**config.mk**
```make
export PLATFORM = sky130hd
export DESIGN_NAME = lvd_logic
export DESIGN_NICKNAME = d
export VERILOG_FILES = /design/src/logic/lvd_pkg.sv /design/src/logic/lvd_debounce.sv /design/src/logic/lvd_logic.sv
export SDC_FILE = /design/constraint.sdc
export NUM_CORES = 1
export LEC_CHECK = 0
export BUFFER_PORTS_ARGS = -buffer_cell sky130_fd_sc_hd__buf_4
export CAP_MARGIN = 20
export CORE_ASPECT_RATIO = 0.5
export CORE_UTILIZATION = 35
export CTS_CLUSTER_SIZE = 10
export DETAILED_ROUTE_END_ITERATION = 8
export SYNTH_ARGS = -nofsm -noshare
export SYNTH_HDL_FRONTEND = slang
export SYNTH_SLANG_ARGS = --single-unit
```
**constraint.sdc**
```tcl
create_clock -name clk -period 3.9 [get_ports clk]
set_clock_uncertainty 0.05 [all_clocks]
set_input_delay 1.17 -clock clk [delete_from_list [all_inputs] [get_ports clk]]
set_output_delay 1.17 -clock clk [all_outputs]
set_load 0.02 [all_outputs]
```
**src/logic/lvd_pkg.sv**
```systemverilog
// package for the low-voltage detect logic: register map, field positions, timing
// assumes an 8-bit register port with byte addresses of our own choosing
package lvd_pkg;
    localparam int LVD_ADDR_W = 2;
    localparam logic [LVD_ADDR_W-1:0] LVD_CONTROL_ADDR = 2'h0;
    localparam logic [LVD_ADDR_W-1:0] LVD_DEBOUNCE_ADDR = 2'h1;
    localparam logic [LVD_ADDR_W-1:0] LVD_STATUS_ADDR = 2'h2;
    localparam int LVD_ENABLE_BIT = 7;
    localparam int LVD_SOURCE_BIT = 6;
    localparam int LVD_IRQEN_BIT = 5;
    localparam int LVD_FLAG_BIT = 3;
    localparam int LVD_THR_MSB = 2;
    localparam int LVD_THR_LSB = 0;
    localparam logic [7:0] LVD_CONTROL_RESET = 8'h00;
    localparam logic [7:0] LVD_DEBOUNCE_RESET = 8'h00;
    // debounce time = count * 8 cycles + 2 cycles
    localparam int LVD_DBC_SCALE_SHIFT = 3;
    localparam int LVD_DBC_EXTRA = 2;
    localparam int LVD_DBC_W = 12;

    typedef struct packed {
        logic enable;
        logic pinSource;
        logic irqEnable;
        logic [2:0] thresholdCode;
    } lvd_ctrl_t;

    typedef struct packed {
        logic irqReq;
        logic chipReset;
        logic wakeup;
    } lvd_event_t;
endpackage : lvd_pkg

```
**src/logic/lvd_debounce.sv**
```systemverilog
// debounce counter for the comparator level
// assumes the comparator output is already synchronous to clk
`timescale 1ns/10ps
module lvd_debounce
    import lvd_pkg::*;
#(
    parameter int CNT_W = LVD_DBC_W
) (
    input wire logic clk,
    input wire logic sys_rst,
    input wire logic run,
    input wire logic below,
    input wire logic [7:0] debounceCount,
    output logic detected
);
    logic [CNT_W-1:0] elapsed;
    logic [CNT_W-1:0] limit;
    logic counting;

    // below must last longer than the limit, so detection fires one cycle past it
    assign limit = CNT_W'({debounceCount, LVD_DBC_SCALE_SHIFT'(0)}) + CNT_W'(LVD_DBC_EXTRA);
    assign counting = run && below;

    always_ff @(posedge clk or posedge sys_rst) begin
        if (sys_rst) begin
            elapsed <= '0;
        end else if (!counting) begin
            elapsed <= '0;
        end else if (elapsed <= limit) begin
            elapsed <= elapsed + CNT_W'(1);
        end
    end

    always_ff @(posedge clk or posedge sys_rst) begin
        if (sys_rst) begin
            detected <= 1'b0;
        end else begin
            detected <= counting && (elapsed >= limit);
        end
    end

    detect_bound_a: assert property (@(posedge clk) disable iff (sys_rst)
        $rose(detected) |-> $past(below, 1) && $past(below, 2))
        else $error("detection without sustained low level");
    dbc_early_a: assert property (@(posedge clk) disable iff (sys_rst)
        counting && (elapsed < limit) |=> !detected)
        else $error("detection before debounce time");
    dbc_fire_a: assert property (@(posedge clk) disable iff (sys_rst)
        counting && (elapsed >= limit) |=> detected)
        else $error("detection missing after debounce time");
endmodule : lvd_debounce

```
**src/logic/lvd_logic.sv**
```systemverilog
// low-voltage detect control: registers, source select, debounce, flag, irq/reset
// assumes analog comparators outside; their outputs are synchronous to clk
// hysteresis lives in the analog part, so the debouncer sees clean levels only
// the threshold rule for the brownout level is left to software
//
// Our own choices: the register offsets and strobed register access.
`timescale 1ns/10ps
module lvd_logic
    import lvd_pkg::*;
(
    input wire logic clk,
    input wire logic sys_rst,
    input wire logic [LVD_ADDR_W-1:0] regAddr,
    input wire logic [7:0] regWdata,
    input wire logic regWrite,
    input wire logic regRead,
    output logic [7:0] regRdata,
    input wire logic supplyBelow,
    input wire logic senseBelow,
    input wire logic powerDownMode,
    input wire logic idleMode,
    output logic [2:0] thresholdCode,
    output logic comparatorEnable,
    output logic pinSourceSel,
    output logic irqReq,
    output logic chipReset,
    output logic wakeup
);
    lvd_ctrl_t ctrl;
    logic undervoltageFlag;
    logic [7:0] debounceCount;
    logic monitorBelow;
    logic detected;
    logic dbcRun;
    logic wrControl;
    logic wrDebounce;
    logic clearReq;
    logic next_flag;
    logic [7:0] controlView;
    logic [7:0] readMux;
    lvd_event_t next_evt;

    function automatic logic hit(input logic [LVD_ADDR_W-1:0] a,
                                 input logic [LVD_ADDR_W-1:0] target);
        hit = (a == target);
    endfunction : hit

    assign wrControl = regWrite && hit(regAddr, LVD_CONTROL_ADDR);
    assign wrDebounce = regWrite && hit(regAddr, LVD_DEBOUNCE_ADDR);
    assign clearReq = wrControl && !regWdata[LVD_FLAG_BIT];
    assign monitorBelow = ctrl.pinSource ? senseBelow : supplyBelow;
    // sleeping modes freeze the debouncer; it restarts from zero on wake
    assign dbcRun = ctrl.enable && !powerDownMode && !idleMode;

    // the set wins over a clear, and a clear while still low is ignored
    assign next_flag = detected ? 1'b1 :
                       (clearReq && !monitorBelow) ? 1'b0 : undervoltageFlag;

    assign controlView = {ctrl.enable, ctrl.pinSource, ctrl.irqEnable, 1'b0,
                          undervoltageFlag, ctrl.thresholdCode};
    assign readMux = hit(regAddr, LVD_CONTROL_ADDR) ? controlView :
                     hit(regAddr, LVD_DEBOUNCE_ADDR) ? debounceCount :
                     hit(regAddr, LVD_STATUS_ADDR) ?
                         {5'h00, detected, monitorBelow, dbcRun} : 8'h00;

    always_comb begin
        next_evt.irqReq = next_flag && ctrl.enable && ctrl.irqEnable;
        next_evt.chipReset = next_flag && ctrl.enable && ctrl.pinSource
                             && !ctrl.irqEnable;
        next_evt.wakeup = (next_evt.irqReq || next_evt.chipReset)
                          && (powerDownMode || idleMode);
    end

    lvd_debounce #(
        .CNT_W(LVD_DBC_W)
    ) u_debounce (
        .clk(clk),
        .sys_rst(sys_rst),
        .run(dbcRun),
        .below(monitorBelow),
        .debounceCount(debounceCount),
        .detected(detected)
    );

    always_ff @(posedge clk or posedge sys_rst) begin
        if (sys_rst) begin
            ctrl <= lvd_ctrl_t'(6'h00);
            debounceCount <= LVD_DEBOUNCE_RESET;
        end else begin
            if (wrControl) begin
                ctrl.enable <= regWdata[LVD_ENABLE_BIT];
                ctrl.pinSource <= regWdata[LVD_SOURCE_BIT];
                ctrl.irqEnable <= regWdata[LVD_IRQEN_BIT];
                ctrl.thresholdCode <= regWdata[LVD_THR_MSB:LVD_THR_LSB];
            end
            if (wrDebounce) begin
                debounceCount <= regWdata;
            end
        end
    end

    always_ff @(posedge clk or posedge sys_rst) begin
        if (sys_rst) begin
            undervoltageFlag <= LVD_CONTROL_RESET[LVD_FLAG_BIT];
            irqReq <= 1'b0;
            chipReset <= 1'b0;
            wakeup <= 1'b0;
        end else begin
            undervoltageFlag <= next_flag;
            irqReq <= next_evt.irqReq;
            chipReset <= next_evt.chipReset;
            wakeup <= next_evt.wakeup;
        end
    end

    always_ff @(posedge clk or posedge sys_rst) begin
        if (sys_rst) begin
            regRdata <= 8'h00;
            thresholdCode <= 3'h0;
            comparatorEnable <= 1'b0;
            pinSourceSel <= 1'b0;
        end else begin
            regRdata <= regRead ? readMux : 8'h00;
            thresholdCode <= ctrl.thresholdCode;
            comparatorEnable <= ctrl.enable;
            pinSourceSel <= ctrl.pinSource;
        end
    end

    flag_sticky_a: assert property (@(posedge clk) disable iff (sys_rst)
        undervoltageFlag && monitorBelow && !detected |=> undervoltageFlag)
        else $error("flag cleared while voltage low");
    flag_set_a: assert property (@(posedge clk) disable iff (sys_rst)
        detected |=> undervoltageFlag)
        else $error("detection did not set flag");
    no_detect_off_a: assert property (@(posedge clk) disable iff (sys_rst)
        !ctrl.enable |=> !detected)
        else $error("detection while disabled");
    irq_gate_a: assert property (@(posedge clk) disable iff (sys_rst)
        !ctrl.irqEnable |=> !irqReq)
        else $error("irq without irq enable");
    irq_follow_a: assert property (@(posedge clk) disable iff (sys_rst)
        next_flag && ctrl.enable && ctrl.irqEnable |=> irqReq)
        else $error("irq missing");
    supply_no_reset_a: assert property (@(posedge clk) disable iff (sys_rst)
        !ctrl.pinSource |=> !chipReset)
        else $error("reset from supply source");
    pin_reset_a: assert property (@(posedge clk) disable iff (sys_rst)
        next_flag && ctrl.enable && ctrl.pinSource && !ctrl.irqEnable |=> chipReset)
        else $error("pin detection reset missing");
    sleep_freeze_a: assert property (@(posedge clk) disable iff (sys_rst)
        (powerDownMode || idleMode) |=> !detected)
        else $error("debounce ran while sleeping");
    wake_a: assert property (@(posedge clk) disable iff (sys_rst)
        next_evt.irqReq && idleMode |=> wakeup)
        else $error("no wake on irq");

    // flag bookkeeping: a clear only lands when the monitored input is high
    // and no fresh detection competes with it in the same cycle
    flag_clear_a: assert property (@(posedge clk) disable iff (sys_rst)
        clearReq && !monitorBelow && !detected |=> !undervoltageFlag)
        else $error("valid clear ignored");

    flag_keep_a: assert property (@(posedge clk) disable iff (sys_rst)
        undervoltageFlag && !clearReq |=> undervoltageFlag)
        else $error("flag dropped without clear");

    flag_quiet_a: assert property (@(posedge clk) disable iff (sys_rst)
        !undervoltageFlag && !detected |=> !undervoltageFlag)
        else $error("flag set without detection");

    flag_low_hold_a: assert property (@(posedge clk) disable iff (sys_rst)
        undervoltageFlag && monitorBelow |=> undervoltageFlag)
        else $error("flag lost while input low");

    // interrupt and reset requests are levels that track the flag
    irq_drop_a: assert property (@(posedge clk) disable iff (sys_rst)
        !next_flag |=> !irqReq)
        else $error("irq without flag");

    irq_off_a: assert property (@(posedge clk) disable iff (sys_rst)
        !ctrl.enable |=> !irqReq && !chipReset)
        else $error("request while disabled");

    irq_needs_en_a: assert property (@(posedge clk) disable iff (sys_rst)
        !ctrl.enable || !ctrl.irqEnable |=> !irqReq)
        else $error("irq with a gate open");

    irq_en_view_a: assert property (@(posedge clk) disable iff (sys_rst)
        irqReq |-> comparatorEnable)
        else $error("irq while comparator off");

    reset_gate_a: assert property (@(posedge clk) disable iff (sys_rst)
        ctrl.irqEnable |=> !chipReset)
        else $error("reset with irq enabled");

    reset_drop_a: assert property (@(posedge clk) disable iff (sys_rst)
        !next_flag |=> !chipReset)
        else $error("reset without flag");

    reset_excl_a: assert property (@(posedge clk) disable iff (sys_rst)
        irqReq |-> !chipReset)
        else $error("irq and reset together");

    reset_src_a: assert property (@(posedge clk) disable iff (sys_rst)
        chipReset |-> pinSourceSel)
        else $error("reset with supply source");

    reset_en_view_a: assert property (@(posedge clk) disable iff (sys_rst)
        chipReset |-> comparatorEnable)
        else $error("reset while comparator off");

    // wakeup is only meaningful while asleep; awake it must stay low
    wake_pd_irq_a: assert property (@(posedge clk) disable iff (sys_rst)
        next_evt.irqReq && powerDownMode |=> wakeup)
        else $error("no wake from power-down on irq");

    wake_pd_reset_a: assert property (@(posedge clk) disable iff (sys_rst)
        next_evt.chipReset && powerDownMode |=> wakeup)
        else $error("no wake from power-down on reset");

    wake_idle_reset_a: assert property (@(posedge clk) disable iff (sys_rst)
        next_evt.chipReset && idleMode |=> wakeup)
        else $error("no wake from idle on reset");

    wake_awake_a: assert property (@(posedge clk) disable iff (sys_rst)
        !powerDownMode && !idleMode |=> !wakeup)
        else $error("wake while awake");

    wake_cause_a: assert property (@(posedge clk) disable iff (sys_rst)
        !next_evt.irqReq && !next_evt.chipReset |=> !wakeup)
        else $error("wake without cause");

    // the debouncer may only report what the selected input shows while running
    dbc_stop_a: assert property (@(posedge clk) disable iff (sys_rst)
        !dbcRun |=> !detected)
        else $error("detection while debounce stopped");

    dbc_src_a: assert property (@(posedge clk) disable iff (sys_rst)
        !monitorBelow |=> !detected)
        else $error("detection while input high");

    mon_pin_a: assert property (@(posedge clk) disable iff (sys_rst)
        ctrl.pinSource |-> monitorBelow == senseBelow)
        else $error("pin source not monitored");

    // comparator-side copies lag the register by one cycle on purpose
    thr_copy_a: assert property (@(posedge clk) disable iff (sys_rst)
        1'b1 |=> thresholdCode == $past(ctrl.thresholdCode))
        else $error("threshold copy wrong");

    en_copy_a: assert property (@(posedge clk) disable iff (sys_rst)
        1'b1 |=> comparatorEnable == $past(ctrl.enable))
        else $error("enable copy wrong");

    src_copy_a: assert property (@(posedge clk) disable iff (sys_rst)
        1'b1 |=> pinSourceSel == $past(ctrl.pinSource))
        else $error("source copy wrong");

    // register port behaviour
    ctrl_write_a: assert property (@(posedge clk) disable iff (sys_rst)
        wrControl |=> ctrl.thresholdCode == $past(regWdata[LVD_THR_MSB:LVD_THR_LSB]))
        else $error("threshold write lost");

    ctrl_hold_a: assert property (@(posedge clk) disable iff (sys_rst)
        !wrControl |=> $stable(ctrl))
        else $error("control changed without write");

    dbc_write_a: assert property (@(posedge clk) disable iff (sys_rst)
        wrDebounce |=> debounceCount == $past(regWdata))
        else $error("debounce write lost");

    dbc_hold_a: assert property (@(posedge clk) disable iff (sys_rst)
        !wrDebounce |=> $stable(debounceCount))
        else $error("debounce changed without write");

    read_ctrl_a: assert property (@(posedge clk) disable iff (sys_rst)
        regRead && hit(regAddr, LVD_CONTROL_ADDR) |=> regRdata == $past(controlView))
        else $error("control readback wrong");

    read_dbc_a: assert property (@(posedge clk) disable iff (sys_rst)
        regRead && hit(regAddr, LVD_DEBOUNCE_ADDR) |=> regRdata == $past(debounceCount))
        else $error("debounce readback wrong");

    cov_irq_c: cover property (@(posedge clk) disable iff (sys_rst) $rose(irqReq));
    cov_reset_c: cover property (@(posedge clk) disable iff (sys_rst) $rose(chipReset));
    cov_clear_c: cover property (@(posedge clk) disable iff (sys_rst) $fell(undervoltageFlag));
    cov_wake_c: cover property (@(posedge clk) disable iff (sys_rst) $rose(wakeup));
    cov_sticky_c: cover property (@(posedge clk) disable iff (sys_rst) undervoltageFlag && !monitorBelow);
endmodule : lvd_logic

```
==> results.json, run 1 <==
{
  "crit_required_ps": 4080,
  "die_h_um": 56.9,
  "syn-instance-count": 186,
  "wirelength_um": 4350,
  "tightestPinTransition_ps": 770,
  "root_buffer": "clkbuf_16",
  "fin_crit_ps": 2430,
  "numCtsBuffers": 5,
  "leakage_nw": 1.26,
  "startpoint_type": "input port",
  "vias": 1559,
  "ys_ff_latch": 44,
  "first_iter_violations": 70,
  "yosysSeqAreaShare": 0.521,
  "avgSynthCellArea_um2": 11.4,
  "drcViolationCount": 2,
  "via_per_inst": 5.21,
  "hpwl_um": 3230,
  "fin_area_mm2": 0.00262,
  "post_cts_resized": 0,
  "crit_slowest_cell": "or4_1",
  "core_region_area_mm2": 0.00563,
  "timing.slew.headroom": 0.486,
  "placed_area_mm2": 0.00245,
  "vdd_ir_drop_max_v": 0.000199,
  "post_cts_buffers": 0,
  "drive_above_1_share": 0.274,
  "cts.sinks": 44,
  "grt_remaining_overflow": 0,
  "die_w_um": 112,
  "maxCapViolations": 0,
  "ys_types": 38,
  "ant_nets": 0,
  "clk_pin_slew_worst_paths_ps": 60,
  "grtUsageTotal": 0.152,
  "ctsHoldBuffers": 0,
  "grt_max_degree": 25,
  "slowest_delay_ps": 520,
  "start_util": 0.375,
  "fin_crit_sh": 0.623,
  "wl_per_cell_um": 14.5,
  "first_pass_iters": 6,
  "syn_area_mm2": 0.00211,
  "hold_viol": 0,
  "yosysWarnings": 0,
  "endpoint_kind": "flip-flop",
  "grt_pass1_wl_um": 7560,
  "crit_fanout": 9,
  "area_growth_pct": 24.2,
  "clk-insertion-delay-late_ps": 280,
  "power_density_mw_per_mm2": 452,
  "cts_tree": "built",
  "num-nets-final": 253,
  "timing.setup.tns_ps": 0,
  "grt_antenna_before_repair": 0,
  "path_cells": "buf_4, nor2_1, nand2_1, or2_2, or4_1, nand2_1",
  "synth_nets": 214,
  "hold_class": "flip-flop to flip-flop",
  "slew_viol_final": 0,
  "htreeDepth": 2,
  "violations": "design-rule violations",
  "final-setup-viol-count": 0,
  "timing.critical_path.mode_cell": "nand2_1",
  "first_global_vias": 1544,
  "grt_setup_unrepaired": "no",
  "ctsLongestPathBuffers": 2,
  "layout_common_cells": "dfrtp_1 (44), buf_4 (34), inv_1 (14), mux2_2 (14), mux2i_1 (11)",
  "diodes": 0,
  "port_buffers": 33,
  "ioPinCount": 34,
  "arrival_ps": 2610,
  "max_clock_freq_mhz": 411,
  "layout_commonest_cell": "dfrtp_1",
  "worstSetupPathType": "input port to flip-flop",
  "std_cell_rows": 19,
  "gp_congestion": 0.788,
  "status": "finished with violations",
  "dieArea_mm2": 0.00637
}
==> flip-flops by register name, indices dropped and copies added (netlist names), 3 cells and up <==
signal              count
regRdata                8
u_debounce.elapsed     12
thresholdCode           3
debounceCount           8
controlView             6
==> path summary, 6_finish.rpt <==
path | start | endpoint | slack [ps] | cells after the start
min reg2reg | controlView[2] | thresholdCode[2] | 360 | 0
max in group asynchronous | sys_rst | controlView[1] | 2010 | 3
max | powerDownMode | u_debounce.elapsed[5] | 1470 | 6
min in group asynchronous | sys_rst | controlView[7] | 980 | 2
max reg2reg | debounceCount[6] | u_debounce.elapsed[10] | 1510 | 7
min | controlView[2] | thresholdCode[2] | 360 | 0
==> where the power goes <==
part	total [mW]	leakage [nW]	internal (mW)	switching [mW]
clock	0.482	0.0804	0.304	0.178
combinational	0.171	0.613	0.0821	0.0890
sequential	0.533	0.570	0.500	0.0327
total	1.19	1.26	0.887	0.300
==> kinds of logic after synthesis <==
| logic type | synth area share |
|---|---|
| flip-flops | 0.521 |
| AND/OR/NAND/NOR | 0.143 |
| multiplexers | 0.127 |
| adder cells (fa/ha/maj) | 0.0592 |
| AO/OA/AOI/OAI | 0.121 |
| buffers and inverters | 0.0284 |
==> metrics by stage <==
stage	instances	utilization	setup WS (ps)	hold slack, ps	power [mW]
3_5_place_dp	291	0.435	1200	344	0.713
3_3_place_gp	291	0.435	1250	339	0.708
2_1_floorplan	186	-	1430	320	0.641
6_report	299	0.465	1470	357	1.19
4_1_cts	299	0.465	1480	358	1.20
5_1_grt	299	0.465	1390	378	1.24
==> synthesized netlist by cell type, drive strengths merged <==
library cell / number / area [um^2]
a211oi: 3 / 27.5
or3: 7 / 43.8
or4: 2 / 15.0
a211o: 2 / 26.3
nand2: 9 / 33.8
nor3b: 2 / 20.0
o31ai: 1 / 7.51
o2111ai: 2 / 17.5
nand4b: 1 / 8.76
and4b: 1 / 10.0
nor3: 3 / 20.0
o21ai: 10 / 50.1
o21ba: 1 / 10.0
o211ai: 1 / 7.51
clkbuf: 1 / 3.75
o311a: 1 / 10.0
a41oi: 1 / 8.76
nand3: 4 / 20.0
nor2: 9 / 33.8
or2: 1 / 6.26
o22ai: 4 / 25.0
nand4: 2 / 12.5
inv: 14 / 52.6
buf: 1 / 3.75
ha: 10 / 125
mux2: 14 / 158
nand2b: 2 / 12.5
and2: 3 / 18.8
and3: 4 / 25.0
nand3b: 3 / 22.5
a21oi: 10 / 50.1
a21o: 2 / 15.0
mux2i: 11 / 110
dfrtp: 44 / 1100
==> area by class of cell <==
type / instances / area, um^2
clock buffer: 5 / 125
clock inverter: 3 / 46.3
fill: 504 / 3010
inverter: 14 / 52.6
multi-input combinational: 126 / 951
sequential: 44 / 1100
tap: 73 / 91.3
timing repair buffer: 34 / 255
==> layer usage <==
metal | vias to the layer above | routed length [um] | GRT usage
met1 | 760 | 2140 | 0.208
met5 | - | 0 | 0
met3 | 6 | 194 | 0.0351
met2 | 39 | 1940 | 0.237
met4 | 0 | 70 | 0.0656
li1 | 754 | - | -
==> critical path, delay by kind of cell <==
| kind | cells | cell delay (ps) |
|---|---|---|
| AND/OR/NAND/NOR | 5 | 1330 |
| buffers and inverters | 1 | 110 |
Note: power is estimated with default switching activity, not from simulation.
==> run 2, diff against run 1 <==
Clock period 3.9 ns to 1.95 ns, I/O delays scaled along.
==> run 2 against run 1 <==
The run ends with design-rule violations, negative setup slack left; sequential power is 99% higher; non-clock buffer count is 38 higher; wire length grew 23%; global-route usage is 2.4 points higher; register-to-register slack worse by 1800 ps; first-iteration DRC count fell by 20%; largest power group unchanged.
==> results.json, run 2 (synthesis gave the netlist of run 1 again) <==
{
  "gp_congestion": 0.833,
  "power_mw": 2.51,
  "vias": 1733,
  "drcViolationCount": 2,
  "seqPwrFrac": 0.421,
  "cts.sinks": 44,
  "die_w_um": 112,
  "clk-insertion-delay-late_ps": 290,
  "numCtsBuffers": 5,
  "hpwl_um": 3810,
  "via_per_inst": 5.14,
  "tightestPinTransition_ps": 664,
  "crit_required_ps": 2120,
  "die_h_um": 56.9,
  "fin_crit_sh": 1.13,
  "power_density_mw_per_mm2": 811,
  "root_buffer": "clkbuf_16",
  "hold_class": "input port to asynchronous set/reset pin",
  "port_buffers": 33,
  "layout_commonest_cell": "buf_4",
  "comb_power_share": 0.182,
  "std_cell_rows": 19,
  "arrival_ps": 2370,
  "internal-power_mw": 1.88,
  "grt_max_degree": 20,
  "placed_area_mm2": 0.00270,
  "dieArea_mm2": 0.00637,
  "ctsHoldBuffers": 0,
  "fin_crit_ps": 2200,
  "area_growth_pct": 46.6,
  "maxCapViolations": 0,
  "endpoint_kind": "flip-flop",
  "fin_util": 0.550,
  "ioPinCount": 34,
  "switching_share": 0.253,
  "violations": "design-rule violations, negative setup slack",
  "num-nets-final": 291,
  "reg_top3": "u_debounce.elapsed: 12 flops, debounceCount: 8 flops, regRdata: 8 flops",
  "first_global_vias": 1695,
  "ant_nets": 0,
  "startpoint_type": "flip-flop",
  "status": "finished with violations",
  "slew_viol_final": 0,
  "start_util": 0.375,
  "top_register": "u_debounce.elapsed",
  "pwr-share-clk": 0.397,
  "grt_setup_unrepaired": "yes",
  "htreeDepth": 2,
  "leakage_nw": 1.48,
  "fin_area_mm2": 0.00310,
  "final-setup-viol-count": 13,
  "max_clock_freq_mhz": 454,
  "cts_tree": "built",
  "postLayoutSetupSlackWorst_ps": -251,
  "grt_antenna_before_repair": 0,
  "timing.slew.headroom": 0.555,
  "first_iter_violations": 56,
  "crit_fanout": 3,
  "first_pass_iters": 6,
  "drive_above_1_share": 0.470,
  "ctsLongestPathBuffers": 2,
  "grt_remaining_overflow": 0,
  "largest_reg_flops": 12,
  "p_switching_mw": 0.637,
  "grtUsageTotal": 0.176,
  "hold_viol": 0,
  "core_region_area_mm2": 0.00563,
  "diodes": 0,
  "wl_per_cell_um": 15.9,
  "grt_pass1_wl_um": 8570,
  "wirelength_um": 5350,
  "worstSetupPathType": "flip-flop to flip-flop",
  "layout_common_cells": "buf_4 (69), dfrtp_1 (44), mux2_2 (14)",
  "vdd_ir_drop_max_v": 0.000463,
  "hold_ws_ps": 260,
  "clk_pin_slew_worst_paths_ps": 60
}
-- run 2: changes by cell type in the layout (fill, tap and decap cells not counted), moves of 3 or more --
cell | before | now
buf_4 | 34 | 69
o21ai_0 | 10 | 3
a21oi_1 | 10 | 5
a21oi_2 | 0 | 5
o21ai_2 | 0 | 5
ha_1 | 10 | 6
ha_4 | 0 | 4
buf_6 | 0 | 3
-- run 2: metal layers --
metal | wire [um] | GRT usage | vias to the layer above
met4 | 74 | 0.0637 | 0
met3 | 183 | 0.0298 | 8
met2 | 2570 | 0.293 | 35
met1 | 2510 | 0.236 | 853
li1 | - | - | 837
met5 | 0 | 0 | -
-- run 2: worst paths after layout --
kind,startpoint,end,slack (ps),cells past startpoint
max,debounceCount[6],u_debounce.elapsed[10],-250,7
min,sys_rst,controlView[6],260,2
max reg2reg,debounceCount[6],u_debounce.elapsed[10],-250,7
min reg2reg,controlView[0],thresholdCode[0],360,0
max in group asynchronous,sys_rst,debounceCount[4],1010,3
min in group clk,controlView[0],thresholdCode[0],360,0
-- run 2: power by group through the flow --
stage	sequential (mW)	clock [mW]	combinational [mW]
2_1_floorplan	1.10	0	0.184
3_3_place_gp	1.07	0	0.417
3_5_place_dp	1.07	0	0.425
4_1_cts	1.06	1.01	0.435
5_1_grt	1.07	1.06	0.500
6_report	1.06	0.997	0.458
-- run 2: worst max-delay path, cell delays in order, from the launching register on --
cell and delay (ps):
dfrtp_1 390, inv_2 70, ha_4 200, a21o_1 190, a211o_1 330, a211o_4 290
or4_4 480, a21oi_2 140
-- run 2: cell type report --
class	instances	area, um^2
Fill cell	476	2540
Inverter	14	52.6
Sequential cell	44	1100
Clock buffer	6	139
Multi-Input combinational cell	126	1120
Tap cell	73	91.3
Clock inverter	2	38.8
Timing Repair Buffer	72	552
-- run 2: what timing repair did --
action / CTS / global route
setup buffers: 4 / 3
pin swaps: 7 / 12
setup endpoints to repair: 12 / 13
gates resized for setup: 7 / 29
-- run 2: through the flow --
stage                     setup TNS [ps]  setup WS (ps)  cells
after floorplan                     -177           -168    186
after global placement             -1060           -150    322
after detailed placement           -1780           -209    322
after CTS                          -1470           -216    334
after global routing               -2720           -305    337
final                              -1820           -251    337
